[src/design/aux_mux_pkg.sv]
// Shared constants and types for the auxiliary pin function selector
`default_nettype none

package aux_mux_pkg;

	// Pin count and the UART-time GPIO allowance
	localparam int NUM_PINS = 11;
	localparam int GPIO_UART_PINS = 4;

	// Per-pin configuration word layout
	localparam int FN_LSB = 0;
	localparam int FN_W = 4;
	localparam int INV_BIT = 4;
	localparam int DRV_LSB = 5;
	localparam int DRV_W = 2;
	localparam int CFG_W = 7;

	// Pin functions, in configuration code order
	typedef enum logic [3:0] {
		PIN_RS485_EN,
		PIN_POWER_ALLOW,
		PIN_TX_LED,
		PIN_RX_LED,
		PIN_ANY_LED,
		PIN_SLEEP,
		PIN_CLK_FAST,
		PIN_CLK_HALF,
		PIN_CLK_QUARTER,
		PIN_UNUSED,
		PIN_DRIVE_HIGH,
		PIN_DRIVE_LOW,
		PIN_GPIO
	} pin_fn_t;

	// Reset values
	localparam logic [CFG_W-1:0] CFG_RESET = {3'h0, PIN_UNUSED};
	localparam logic [NUM_PINS-1:0] GPIO_RESET = 11'h000;

	// Register byte offsets
	localparam logic [7:0] OFF_PIN_CFG = 8'h00;
	localparam logic [7:0] OFF_GPIO_OUT = 8'h2c;
	localparam logic [7:0] OFF_GPIO_DIR = 8'h30;
	localparam logic [7:0] OFF_GPIO_IN = 8'h34;
	localparam logic [7:0] OFF_STATUS = 8'h38;

	// Status register bit positions
	localparam int ST_SUSPEND = 0;
	localparam int ST_UART = 1;
	localparam int ST_TX_BUSY = 2;

	// Clock rates and the phase accumulator for the fast clock output
	localparam int CLK_MHZ = 200;
	localparam int FAST_CLK_MHZ = 30;
	localparam logic [7:0] CLK_ACC_STEP = 8'(2 * FAST_CLK_MHZ);
	localparam logic [7:0] CLK_ACC_MOD = 8'(CLK_MHZ);

	// Activity indication minimum width
	localparam int LED_CNT_W = 24;
	localparam int LED_PULSE_US = 10000;
	localparam logic [LED_CNT_W-1:0] LED_PULSE_CYCLES = 24'(LED_PULSE_US * CLK_MHZ);

endpackage

`default_nettype wire

[src/design/act_if.sv]
// Activity event and stretched indication between mux and stretcher
`timescale 1ns/1ps
`default_nettype none

interface act_if;
	logic trig;
	logic active;
	modport source (output trig, input active);
	modport stretcher (input trig, output active);
endinterface

`default_nettype wire

[src/design/led_stretch.sv]
// Retriggerable stretcher that widens activity events for an LED
`timescale 1ns/1ps
`default_nettype none

module led_stretch
	import aux_mux_pkg::*;
#(
	parameter logic [LED_CNT_W-1:0] PULSE_CYCLES = LED_PULSE_CYCLES
) (
	// Clock and reset
	input wire logic mclk,
	input wire logic rst,
	// Event in, indication out
	act_if.stretcher link
);

	logic [LED_CNT_W-1:0] cnt;

	// Reload on every event, then count down to idle
	always_ff @(posedge mclk or posedge rst) begin
		if (rst) begin
			cnt <= '0;
		end else if (link.trig) begin
			cnt <= PULSE_CYCLES; // [RL17]
		end else if (cnt != '0) begin
			cnt <= cnt - 24'h1;
		end
	end

	// Indication stays on for the whole stretch
	always_ff @(posedge mclk or posedge rst) begin
		if (rst) begin
			link.active <= 1'b0;
		end else begin
			link.active <= link.trig || (cnt > 24'h1); // [RL17]
		end
	end
endmodule

`default_nettype wire

[src/design/aux_pin_function_mux.sv]
// Function selector for the eleven auxiliary control bus pins
// Behaviour
// RL1: Eleven auxiliary pins, each set independently to one supported function.
// RL2: Each pin's function comes from loaded configuration bits, not pin activity.
// RL3: RS485 enable pin is active exactly while the UART transmits.
// RL4: Power pin tells board whether high-power circuitry may draw full current.
// RL5: Power pin reads 0 in normal operation, 1 while USB is suspended.
// RL6: Transmit LED pin, active low, pulses on each transmission.
// RL7: Receive LED pin, active low, pulses on each reception.
// RL8: Combined LED pin pulses on transmission or reception.
// RL9: Sleep pin, active low, asserts when the device enters USB suspend.
// RL10: Clock pins output continuous 30, 15 or 7.5 MHz as configured.
// RL11: Unused pin is not driven and acts as a pulled-up input.
// RL12: Constant-high pin drives 1, constant-low pin drives 0, continuously.
// RL13: Bit-bang pin is GPIO; direction and value come from host commands.
// RL14: Any pin may individually be GPIO, like asynchronous bit-bang.
// RL15: While the UART runs, up to four pins still work as GPIO.
// RL16: Per-pin output inversion and selectable drive strength.
// RL17: Activity pulses are stretched to a fixed minimum visible width.
//
// Decided for this implementation: the Avalon-MM register port and the register offsets.
`timescale 1ns/1ps
`default_nettype none

module aux_pin_function_mux
	import aux_mux_pkg::*;
#(
	parameter logic [LED_CNT_W-1:0] LED_PULSE = LED_PULSE_CYCLES
) (
	// Clock and reset
	input wire logic mclk,
	input wire logic rst,
	// Avalon-MM register slave
	input wire logic [7:0] avs_address,
	input wire logic avs_read,
	input wire logic avs_write,
	input wire logic [31:0] avs_writedata,
	input wire logic [3:0] avs_byteenable,
	output logic [31:0] avs_readdata,
	output logic avs_waitrequest,
	// Core status
	input wire logic uart_active,
	input wire logic uart_tx_busy,
	input wire logic tx_data_strobe,
	input wire logic rx_data_strobe,
	input wire logic usb_suspend,
	// Auxiliary control bus pins
	input wire logic [NUM_PINS-1:0] aux_in,
	output logic [NUM_PINS-1:0] aux_out,
	output logic [NUM_PINS-1:0] aux_oe,
	output logic [NUM_PINS-1:0] aux_pull_up,
	output logic [2*NUM_PINS-1:0] aux_drive
);

	// Merge a bus write into an old word under byte enables
	function automatic logic [31:0] be_merge(input logic [31:0] old_word,
		input logic [31:0] new_word, input logic [3:0] be);
		logic [31:0] res;
		res = old_word;
		for (int b = 0; b < 4; b++) begin
			if (be[b]) begin
				res[8*b +: 8] = new_word[8*b +: 8];
			end
		end
		return res;
	endfunction

	// Function code field of one pin configuration word
	function automatic pin_fn_t pin_fn(input logic [CFG_W-1:0] cfg_word);
		return pin_fn_t'(cfg_word[FN_LSB +: FN_W]);
	endfunction

	logic [CFG_W-1:0] pin_cfg [NUM_PINS];
	logic [NUM_PINS-1:0] gpio_out;
	logic [NUM_PINS-1:0] gpio_dir;
	logic [NUM_PINS-1:0] aux_meta;
	logic [NUM_PINS-1:0] aux_sync;
	logic [31:0] rd_word;
	logic [31:0] wr_word;
	logic pin_hit;
	logic [3:0] pin_idx;
	logic [7:0] clk_acc;
	logic [7:0] next_acc;
	logic clk_fast;
	logic clk_half;
	logic clk_quarter;
	logic [NUM_PINS-1:0] next_out;
	logic [NUM_PINS-1:0] next_oe;
	logic [NUM_PINS-1:0] next_pu;

	act_if tx_if ();
	act_if rx_if ();
	act_if any_if ();

	// Pin inputs cross into the clock domain through two flops
	always_ff @(posedge mclk or posedge rst) begin
		if (rst) begin
			aux_meta <= '0;
			aux_sync <= '0;
		end else begin
			aux_meta <= aux_in;
			aux_sync <= aux_meta;
		end
	end

	// Address decode and read word for the current request
	always_comb begin
		rd_word = 32'h0;
		pin_hit = 1'b0;
		pin_idx = avs_address[5:2];
		if (avs_address[1:0] == 2'h0 && avs_address < OFF_GPIO_OUT) begin
			pin_hit = 1'b1;
			rd_word = {25'h0, pin_cfg[pin_idx]};
		end else begin
			case (avs_address)
				OFF_GPIO_OUT: rd_word = {21'h0, gpio_out};
				OFF_GPIO_DIR: rd_word = {21'h0, gpio_dir};
				OFF_GPIO_IN: rd_word = {21'h0, aux_sync};
				OFF_STATUS: rd_word = {29'h0, uart_tx_busy, uart_active, usb_suspend};
				default: rd_word = 32'h0;
			endcase
		end
		wr_word = be_merge(rd_word, avs_writedata, avs_byteenable);
	end

	// One wait cycle per request, then a single cycle with waitrequest low
	always_ff @(posedge mclk or posedge rst) begin
		if (rst) begin
			avs_waitrequest <= 1'b1;
		end else if ((avs_read || avs_write) && avs_waitrequest) begin
			avs_waitrequest <= 1'b0;
		end else begin
			avs_waitrequest <= 1'b1;
		end
	end

	// Read data is captured in the wait cycle and held through the answer
	always_ff @(posedge mclk or posedge rst) begin
		if (rst) begin
			avs_readdata <= 32'h0;
		end else if (avs_read && avs_waitrequest) begin
			avs_readdata <= rd_word;
		end
	end

	// Pin function words, loaded from configuration memory over the bus
	always_ff @(posedge mclk or posedge rst) begin
		if (rst) begin
			for (int i = 0; i < NUM_PINS; i++) begin
				pin_cfg[i] <= CFG_RESET;
			end
		end else if (avs_write && !avs_waitrequest && pin_hit) begin
			pin_cfg[pin_idx] <= wr_word[CFG_W-1:0]; // [RL1] [RL2] [RL16]
		end
	end

	// Host bit-bang value and direction
	always_ff @(posedge mclk or posedge rst) begin
		if (rst) begin
			gpio_out <= GPIO_RESET;
			gpio_dir <= GPIO_RESET;
		end else if (avs_write && !avs_waitrequest) begin
			if (avs_address == OFF_GPIO_OUT) begin
				gpio_out <= wr_word[NUM_PINS-1:0]; // [RL13]
			end
			if (avs_address == OFF_GPIO_DIR) begin
				gpio_dir <= wr_word[NUM_PINS-1:0]; // [RL13]
			end
		end
	end

	// Phase accumulator: the fast clock toggles 60 million times a second
	assign next_acc = clk_acc + CLK_ACC_STEP;

	// Fast, half and quarter clocks; each slower one toggles on a rising edge
	always_ff @(posedge mclk or posedge rst) begin
		if (rst) begin
			clk_acc <= 8'h0;
			clk_fast <= 1'b0;
			clk_half <= 1'b0;
			clk_quarter <= 1'b0;
		end else if (next_acc >= CLK_ACC_MOD) begin
			clk_acc <= next_acc - CLK_ACC_MOD;
			clk_fast <= !clk_fast; // [RL10]
			if (!clk_fast) begin
				clk_half <= !clk_half; // [RL10]
				if (!clk_half) begin
					clk_quarter <= !clk_quarter; // [RL10]
				end
			end
		end else begin
			clk_acc <= next_acc;
		end
	end

	// Activity events feed the three stretchers
	assign tx_if.trig = tx_data_strobe; // [RL6]
	assign rx_if.trig = rx_data_strobe; // [RL7]
	assign any_if.trig = tx_data_strobe || rx_data_strobe; // [RL8]

	led_stretch #(.PULSE_CYCLES(LED_PULSE)) u_tx_stretch (
		.mclk(mclk),
		.rst(rst),
		.link(tx_if.stretcher)
	);

	led_stretch #(.PULSE_CYCLES(LED_PULSE)) u_rx_stretch (
		.mclk(mclk),
		.rst(rst),
		.link(rx_if.stretcher)
	);

	led_stretch #(.PULSE_CYCLES(LED_PULSE)) u_any_stretch (
		.mclk(mclk),
		.rst(rst),
		.link(any_if.stretcher)
	);

	// Per-pin function select, inversion applied last
	always_comb begin
		pin_fn_t fn;
		logic val;
		fn = PIN_UNUSED;
		val = 1'b0;
		next_out = '0;
		next_oe = '0;
		next_pu = '0;
		for (int i = 0; i < NUM_PINS; i++) begin
			fn = pin_fn(pin_cfg[i]);
			val = 1'b0;
			next_oe[i] = 1'b1;
			next_pu[i] = 1'b0;
			unique case (fn)
				PIN_RS485_EN: val = uart_tx_busy; // [RL3]
				PIN_POWER_ALLOW: val = usb_suspend; // [RL4] [RL5]
				PIN_TX_LED: val = !tx_if.active; // [RL6]
				PIN_RX_LED: val = !rx_if.active; // [RL7]
				PIN_ANY_LED: val = !any_if.active; // [RL8]
				PIN_SLEEP: val = !usb_suspend; // [RL9]
				PIN_CLK_FAST: val = clk_fast; // [RL10]
				PIN_CLK_HALF: val = clk_half; // [RL10]
				PIN_CLK_QUARTER: val = clk_quarter; // [RL10]
				PIN_DRIVE_HIGH: val = 1'b1; // [RL12]
				PIN_DRIVE_LOW: val = 1'b0; // [RL12]
				PIN_GPIO: begin
					if (uart_active && i >= GPIO_UART_PINS) begin
						next_oe[i] = 1'b0; // [RL15]
						next_pu[i] = 1'b1;
					end else begin
						next_oe[i] = gpio_dir[i]; // [RL13] [RL14]
						next_pu[i] = !gpio_dir[i];
						val = gpio_out[i];
					end
				end
				default: begin
					next_oe[i] = 1'b0; // [RL11]
					next_pu[i] = 1'b1;
				end
			endcase
			next_out[i] = val ^ pin_cfg[i][INV_BIT]; // [RL16]
		end
	end

	// Pin outputs and drive strength come straight from flops
	always_ff @(posedge mclk or posedge rst) begin
		if (rst) begin
			aux_out <= '0;
			aux_oe <= '0;
			aux_pull_up <= '1;
			aux_drive <= '0;
		end else begin
			aux_out <= next_out;
			aux_oe <= next_oe;
			aux_pull_up <= next_pu;
			for (int i = 0; i < NUM_PINS; i++) begin
				aux_drive[DRV_W*i +: DRV_W] <= pin_cfg[i][DRV_LSB +: DRV_W]; // [RL16]
			end
		end
	end

	// Configuration views of the pins that the checks below watch
	pin_fn_t fn0;
	pin_fn_t fn1;
	pin_fn_t fn4;
	pin_fn_t fn5;
	pin_fn_t fn6;
	pin_fn_t fn7;
	logic inv0;
	logic inv1;
	logic inv4;
	logic inv6;
	logic inv7;
	assign fn0 = pin_fn(pin_cfg[0]);
	assign fn1 = pin_fn(pin_cfg[1]);
	assign fn4 = pin_fn(pin_cfg[4]);
	assign fn5 = pin_fn(pin_cfg[5]);
	assign fn6 = pin_fn(pin_cfg[6]);
	assign fn7 = pin_fn(pin_cfg[7]);
	assign inv0 = pin_cfg[0][INV_BIT];
	assign inv1 = pin_cfg[1][INV_BIT];
	assign inv4 = pin_cfg[4][INV_BIT];
	assign inv6 = pin_cfg[6][INV_BIT];
	assign inv7 = pin_cfg[7][INV_BIT];
endmodule

`default_nettype wire

[config.mk]
export PLATFORM = sky130hd
export DESIGN_NAME = aux_pin_function_mux
export DESIGN_NICKNAME = d
export VERILOG_FILES = /design/src/design/aux_mux_pkg.sv /design/src/design/act_if.sv /design/src/design/led_stretch.sv /design/src/design/aux_pin_function_mux.sv
export SDC_FILE = /design/constraint.sdc
export NUM_CORES = 1
export LEC_CHECK = 0
export BUFFER_PORTS_ARGS = -buffer_cell sky130_fd_sc_hd__buf_2
export CAP_MARGIN = 30
export CELL_PAD_IN_SITES_DETAIL_PLACEMENT = 0
export CELL_PAD_IN_SITES_GLOBAL_PLACEMENT = 1
export CORE_ASPECT_RATIO = 0.6
export CORE_MARGIN = 10
export CORE_UTILIZATION = 35
export DETAILED_ROUTE_END_ITERATION = 10
export PLACE_DENSITY = 0.68
export SLEW_MARGIN = 20
export SYNTH_ARGS = -nofsm -noshare
export SYNTH_HDL_FRONTEND = slang
export SYNTH_SLANG_ARGS = --single-unit
[constraint.sdc]
create_clock -name mclk -period 20.1 [get_ports mclk]
set_input_delay 4.02 -clock mclk [delete_from_list [all_inputs] [get_ports mclk]]
set_output_delay 4.02 -clock mclk [all_outputs]
set_load 0.05 [all_outputs]
==> impl_metrics.toml, run 1 <==
[hold_path]
min_delay_path_depth = 0
hold-path-endpoint = "aux_sync[8]"
min_from = "aux_meta[8]"
hold_class = "reg -> reg"

[cells_and_area]
filler_cell_count = 3840
finalCoreUtilization = 0.404
layout.nets = 1466
syn_to_final_growth_pct = 13.5
top_library_cells_by_usage_in_the_layout_fill_and_taps_aside = "238 x sky130_fd_sc_hd__dfrtp_1, 118 x sky130_fd_sc_hd__nor2_1, 107 x sky130_fd_sc_hd__buf_2"
regArea_um2 = 6850
final_design_area_no_fill_um2 = 15800
share_of_post_route_cells_with_drive_strength_above_1 = 0.230
final_cell_count_without_fillers = 1935
layout.cells.most_common = "sky130_fd_sc_hd__dfrtp_1"
multi_input_area_um2 = 6370

[floorplan]
floorplan.core_area_um2 = 39200
boundaryPins = 152
start_util = 0.356
row_count = 56
die_h_um = 175
die-width_um = 278
area_enclosed_by_the_die_boundary_um2 = 48500

[detailed_routing]
detail_route.first_pass.iterations = 5
avgViaCountPerCell = 5.42
final_antenna_violating_net_count = 0
num_vias = 10500
routed_wl_mm = 39.0
drt_iter0_markers = 807
drt-wirelength-per-cell_um = 20.2
drt_drc_violations_left = 0

[timing]
rsz0062_at_grt = "no"
final_max_slew_viol_count = 0
tightest_slew_ns = 0.892
setup_total_negative_slack_ns = 0
achievable-frequency_mhz = 161
final.setup.worst_slack_ns = 13.88
report.final.hold_viol_count = 0
timing.slew.headroom = 0.400
final.min_clock_period_ns = 6.22
layout_worst_path_cycle_share = 0.309
setup_viol = 0
final.setup_skew_ns = 0.0388

[synth]
synth.largest_area_cell = "sky130_fd_sc_hd__dfrtp_1"
synth_xor_xnor_area_share = 0.0289
synth_edf_count = 0
post_synth_mux_area_share = 0.104
synth-simple-area-share = 0.170
synthDominantCellAreaShare = 0.427
synth_area_leaders = "sky130_fd_sc_hd__dfrtp_1 43%, sky130_fd_sc_hd__dfstp_2 6.4%, sky130_fd_sc_hd__mux2_2 6.4%"
async_flop_share = 1.00
postSynthAreaPerCell_um2 = 10.4
synth_cell_types = 74
synth_top_family_by_area = "simple AND/OR/NAND/NOR gates"
ys_ff_latch = 272
post_synth_fa_ha_maj_area_fraction = 0.0108
ys_seq_area_frac = 0.491
yosys_warnings = 0
syn-cell-area_um2 = 14000
synth_compound_gate_area_share = 0.137
post_synth_inst_count = 1343
ys_dominant_reg_cell = "sky130_fd_sc_hd__dfrtp_1"

[global_route]
grt_max_degree = 101
globalRoute.totalOverflow = 0
vias_in_the_first_global_route = 10400
grt_pass1_wl_mm = 61.8
groute.usage.overall = 0.157
antenna_found_initial = 4

[power_and_ir_drop]
cell_pwr_density_nw_per_um2 = 86.2
leakagePower_uw = 0.00661
vdd_ir_drop_max_mv = 0.0758

[clocking]
worst_setup_hold_path_clk_slew_ns = 0.07
post_cts.repair.setup_buffers = 0
clock_tree_from_tritoncts = "yes"
cts-hold-fix-buffers = 0
worstSkewPairLatency_ns = 0.58
h-tree-depth = 1
number_of_resized_instances_in_the_post_cts_repair_step = 0
cts.sinks = 272
cts_root_buffer = "sky130_fd_sc_hd__clkbuf_16"
max-clock-path-buffers = 3
number_of_clock_buffers_inserted_by_tritoncts = 29

[critical_path]
rrSetupSlack_ns = 17.23
regToRegStartpoint = "u_tx_stretch.cnt[2]"
cp_max_fo = 41
crit_chain = "buf_2, buf_4, nor2b_1, a221o_1, a311oi_1, o31ai_1, buf_4, mux2_2"
worst-path-buf-inv = 3
worstSetupPathType = "in -> reg"
ff2ff_path_depth = 5
crit_path_end_kind = "flip-flop"
timing.critical_path.slowest_cell_delay_ns = 0.76
capturing_point_of_the_worst_reg2reg_path = "u_tx_stretch.cnt[19]"
worst_ep_arrival_time_ns = 6.74
cp_top_family = "compound AO/OA/AOI/OAI gates"
timing.critical_path.slowest_stage_cell = "sky130_fd_sc_hd__o31ai_1"
cp-start-kind = "input pin"
critPathRequiredTime_ns = 20.62
top_cell_by_count_worst_path = "sky130_fd_sc_hd__buf_4"

[placed_design]
placed_instances = 1879
dp_hpwl_mm = 26.9
post_dp_area_um2 = 14700
place.port_buffers = 107
pre_cts_ws_ns = 13.23
gp_congestion = 0.828

[flow_run]
max_cap_violations = 0

[outcome]
run_status = "finished, final reports clean"
[worst max path at each step]
stage                              start            to  slack, ns  depth (start not counted)
final                     avs_address[3]   pin_cfg[41]      13.88                          8
after global routing      avs_address[5]   pin_cfg[27]      13.78                          7
after CTS                 avs_address[1]   gpio_dir[1]      13.81                          5
after detailed placement  avs_address[1]   gpio_dir[1]      13.23                          5
after global placement    avs_address[2]   gpio_out[4]      13.14                          7
after floorplan                      rst  aux_drive[0]       8.64                          1
[cells by family after synthesis]
kind of cell               after synthesis
and+or+nand+nor                        439
AOI/OAI and AO/OA                      280
DFF                                    272
buffers and inverters                  171
muxes                                  122
xor gates and xnor gates                46
adders and majority gates               12
other                                    1
[per-stage QoR]
step | hold slack [ns] | total power [µW]
floorplan | 0.331 | 713
global placement | 0.337 | 751
detailed placement | 0.336 | 755
CTS | 0.351 | 1380
global route | 0.363 | 1420
finish | 0.348 | 1370
[cells in the mapped netlist, types with 14 or more instances]
master                     number
sky130_fd_sc_hd__dfrtp_1      238
sky130_fd_sc_hd__nor2_1       118
sky130_fd_sc_hd__mux2_2        79
sky130_fd_sc_hd__nand2_1       67
sky130_fd_sc_hd__clkbuf_1      66
sky130_fd_sc_hd__o21ai_0       52
sky130_fd_sc_hd__inv_1         45
sky130_fd_sc_hd__nand3_1       36
sky130_fd_sc_hd__a21oi_1       35
sky130_fd_sc_hd__a31oi_1       34
sky130_fd_sc_hd__dfstp_2       34
sky130_fd_sc_hd__mux2i_1       33
sky130_fd_sc_hd__xor2_1        27
sky130_fd_sc_hd__nor3_1        26
sky130_fd_sc_hd__o31ai_1       26
sky130_fd_sc_hd__buf_4         25
sky130_fd_sc_hd__nor2b_1       23
sky130_fd_sc_hd__or3_1         22
sky130_fd_sc_hd__nand2b_1      21
sky130_fd_sc_hd__buf_2         20
sky130_fd_sc_hd__xnor2_1       19
sky130_fd_sc_hd__o221ai_1      17
sky130_fd_sc_hd__o22ai_1       16
sky130_fd_sc_hd__nor4_1        15
sky130_fd_sc_hd__o211ai_1      15
sky130_fd_sc_hd__a211oi_1      14
sky130_fd_sc_hd__nand4_1       14
[power breakdown]
group / leakage, µW / internal (µW) / switching, µW / total (µW)
clock: 0.000540 / 383 / 236 / 620
sequential: 0.00335 / 572 / 23.5 / 595
combinational: 0.00272 / 45.8 / 105 / 151
[per-layer routing]
layer	up-vias	track usage	share of wire
li1	4927	-	-
met1	5206	0.229	0.48
met2	292	0.236	0.44
met3	52	0.0311	0.060
met4	2	0.0352	0.020
met5	-	0	0.00033
[cell type report]
class,count,share of cell area
clock buffers,37,0.0528
inverters,46,0.0114
diodes,2,0.000316
multi-input cells,920,0.402
clock inverters,15,0.0171
well taps,522,0.0412
flip-flops and latches,272,0.432
repair buffers,121,0.0430
[registers in the layout, summed over array words and instances, names as in the netlist, 4 cells and up]
register           count
fn7                    4
pin_cfg               48
aux_pull_up           11
gpio_dir              11
clk_acc                6
aux_out               11
fn1                    4
aux_sync              11
fn4                    4
avs_readdata          11
aux_meta              11
u_tx_stretch.cnt      24
fn5                    4
fn6                    4
aux_oe                11
u_any_stretch.cnt     24
aux_drive             22
u_rx_stretch.cnt      24
fn0                    4
gpio_out              11
Note: power is estimated with default switching activity, not from simulation.
==> inputs of run 2 (changes only) <==
==> constraint.sdc (replaced) <==
create_clock -name mclk -period 6.3 [get_ports mclk]
set_input_delay 1.26 -clock mclk [delete_from_list [all_inputs] [get_ports mclk]]
set_output_delay 1.26 -clock mclk [all_outputs]
set_load 0.05 [all_outputs]
==> impl_metrics.toml, run 2 (synthesis gave the netlist of run 1 again) <==
[global_route]
vias_in_the_first_global_route = 10100
antenna_found_initial = 1
grt_pass1_wl_mm = 60.8
grt_max_degree = 165
globalRoute.totalOverflow = 0
groute.usage.overall = 0.156

[placed_design]
post_dp_area_um2 = 14700
place.port_buffers = 107
gp_congestion = 0.827
dp_hpwl_mm = 26.9

[critical_path]
crit_path_end_kind = "flip-flop"
cp_max_fo = 34
worst_ep_arrival_time_ns = 3.96
ff2ff_path_depth = 5
capturing_point_of_the_worst_reg2reg_path = "u_tx_stretch.cnt[19]"
rrSetupSlack_ns = 3.32
worstSetupPathType = "in -> reg"
regToRegStartpoint = "u_tx_stretch.cnt[2]"
critPathRequiredTime_ns = 6.76
cp-start-kind = "input pin"

[cells_and_area]
top_library_cells_by_usage_in_the_layout_fill_and_taps_aside = "238 x sky130_fd_sc_hd__dfrtp_1, 118 x sky130_fd_sc_hd__nor2_1, 107 x sky130_fd_sc_hd__buf_2"
syn_to_final_growth_pct = 11.7
largest_reg_flops = 48
layout.nets = 1463
final_design_area_no_fill_um2 = 15600
registers.top_by_ff_count = "pin_cfg"
share_of_post_route_cells_with_drive_strength_above_1 = 0.222
layout.cells.most_common = "sky130_fd_sc_hd__dfrtp_1"
finalCoreUtilization = 0.397
filler_cell_count = 3866

[power_and_ir_drop]
vdd_ir_drop_max_mv = 0.186
cell_pwr_density_nw_per_um2 = 256
leakagePower_uw = 0.00647

[clocking]
cts-hold-fix-buffers = 0
post_cts.repair.setup_buffers = 0
max-clock-path-buffers = 3
clock_tree_from_tritoncts = "yes"
h-tree-depth = 1
number_of_resized_instances_in_the_post_cts_repair_step = 0
worstSkewPairLatency_ns = 0.58
number_of_clock_buffers_inserted_by_tritoncts = 28
cts.sinks = 272
worst_setup_hold_path_clk_slew_ns = 0.06
cts_root_buffer = "sky130_fd_sc_hd__clkbuf_16"

[timing]
setup_viol = 0
setup_total_negative_slack_ns = 0
timing.slew.headroom = 0.346
tightest_slew_ns = 0.973
final.setup_skew_ns = 0.0332
final.min_clock_period_ns = 3.50
rsz0062_at_grt = "no"
report.final.hold_viol_count = 0
achievable-frequency_mhz = 286
layout_worst_path_cycle_share = 0.555
final_max_slew_viol_count = 0

[detailed_routing]
avgViaCountPerCell = 5.41
met1_length_mm = 18.6
final_antenna_violating_net_count = 0
routed_wl_mm = 39.1
wl_met2_mm = 17.1
num_vias = 10500
top_layer_used = "met4"
detail_route.first_pass.iterations = 5
drt_iter0_markers = 812
drt-wirelength-per-cell_um = 20.2
drt_drc_violations_left = 0
met3WireLength_mm = 2.63

[floorplan]
row_count = 56
die-width_um = 278
floorplan.core_area_um2 = 39200
die_h_um = 175
area_enclosed_by_the_die_boundary_um2 = 48500
boundaryPins = 152
start_util = 0.356

[outcome]
run_status = "finished, final reports clean"

[hold_path]
hold_class = "reg -> reg"
min_from = "aux_meta[6]"
hold-path-endpoint = "aux_sync[6]"
min_delay_path_depth = 0

[flow_run]
max_cap_violations = 0
[run 2: where the power goes]
part           internal, µW  switching (µW)  leakage [µW]
clock network           895             728      0.000426
registers              1820            74.4       0.00335
logic                   144             332       0.00270
[run 2: stage by stage]
step	hold WS, ns	setup slack (ns)	total power (µW)	std cells
2_1_floorplan	0.331	1.47	2280	1363
3_3_place_gp	0.336	2.01	2400	1876
3_5_place_dp	0.336	2.18	2400	1878
4_1_cts	0.352	2.77	4050	1930
5_1_grt	0.361	2.68	4180	1931
6_report	0.350	2.80	4000	1933
[run 2: cell type report]
type | instances | area, µm² | share of cell area
inverter | 46 | 176 | 0.0113
tap | 522 | 653 | 0.0419
sequential | 272 | 6850 | 0.439
multi-input combinational | 920 | 6370 | 0.409
clock buffer | 43 | 817 | 0.0524
clock inverter | 9 | 67.6 | 0.00433
timing repair buffer | 119 | 651 | 0.0417
antenna | 2 | 5.00 | 0.000321
[run 2: per-layer routing]
layer,track usage,vias to the layer above
met3,0.0354,50
li1,-,4928
met1,0.223,5195
met5,0,-
met4,0.0326,0
met2,0.235,280
[run 2: worst max-delay path by stage]
stage / from / to
after CTS: avs_address[1] / gpio_dir[1]
after global routing: avs_address[2] / gpio_dir[6]
after floorplan: rst / aux_drive[0]
after detailed placement: avs_address[1] / gpio_dir[1]
final: avs_address[2] / gpio_dir[6]
after global placement: avs_address[2] / inv4
[run 2: worst max-delay path, stage by stage]
cell	delay, ns
sky130_fd_sc_hd__buf_2	0.73
sky130_fd_sc_hd__mux4_2	0.60
sky130_fd_sc_hd__or2_0	0.23
sky130_fd_sc_hd__a311oi_1	0.35
sky130_fd_sc_hd__o31ai_1	0.26
sky130_fd_sc_hd__buf_4	0.25
sky130_fd_sc_hd__mux2_2	0.26
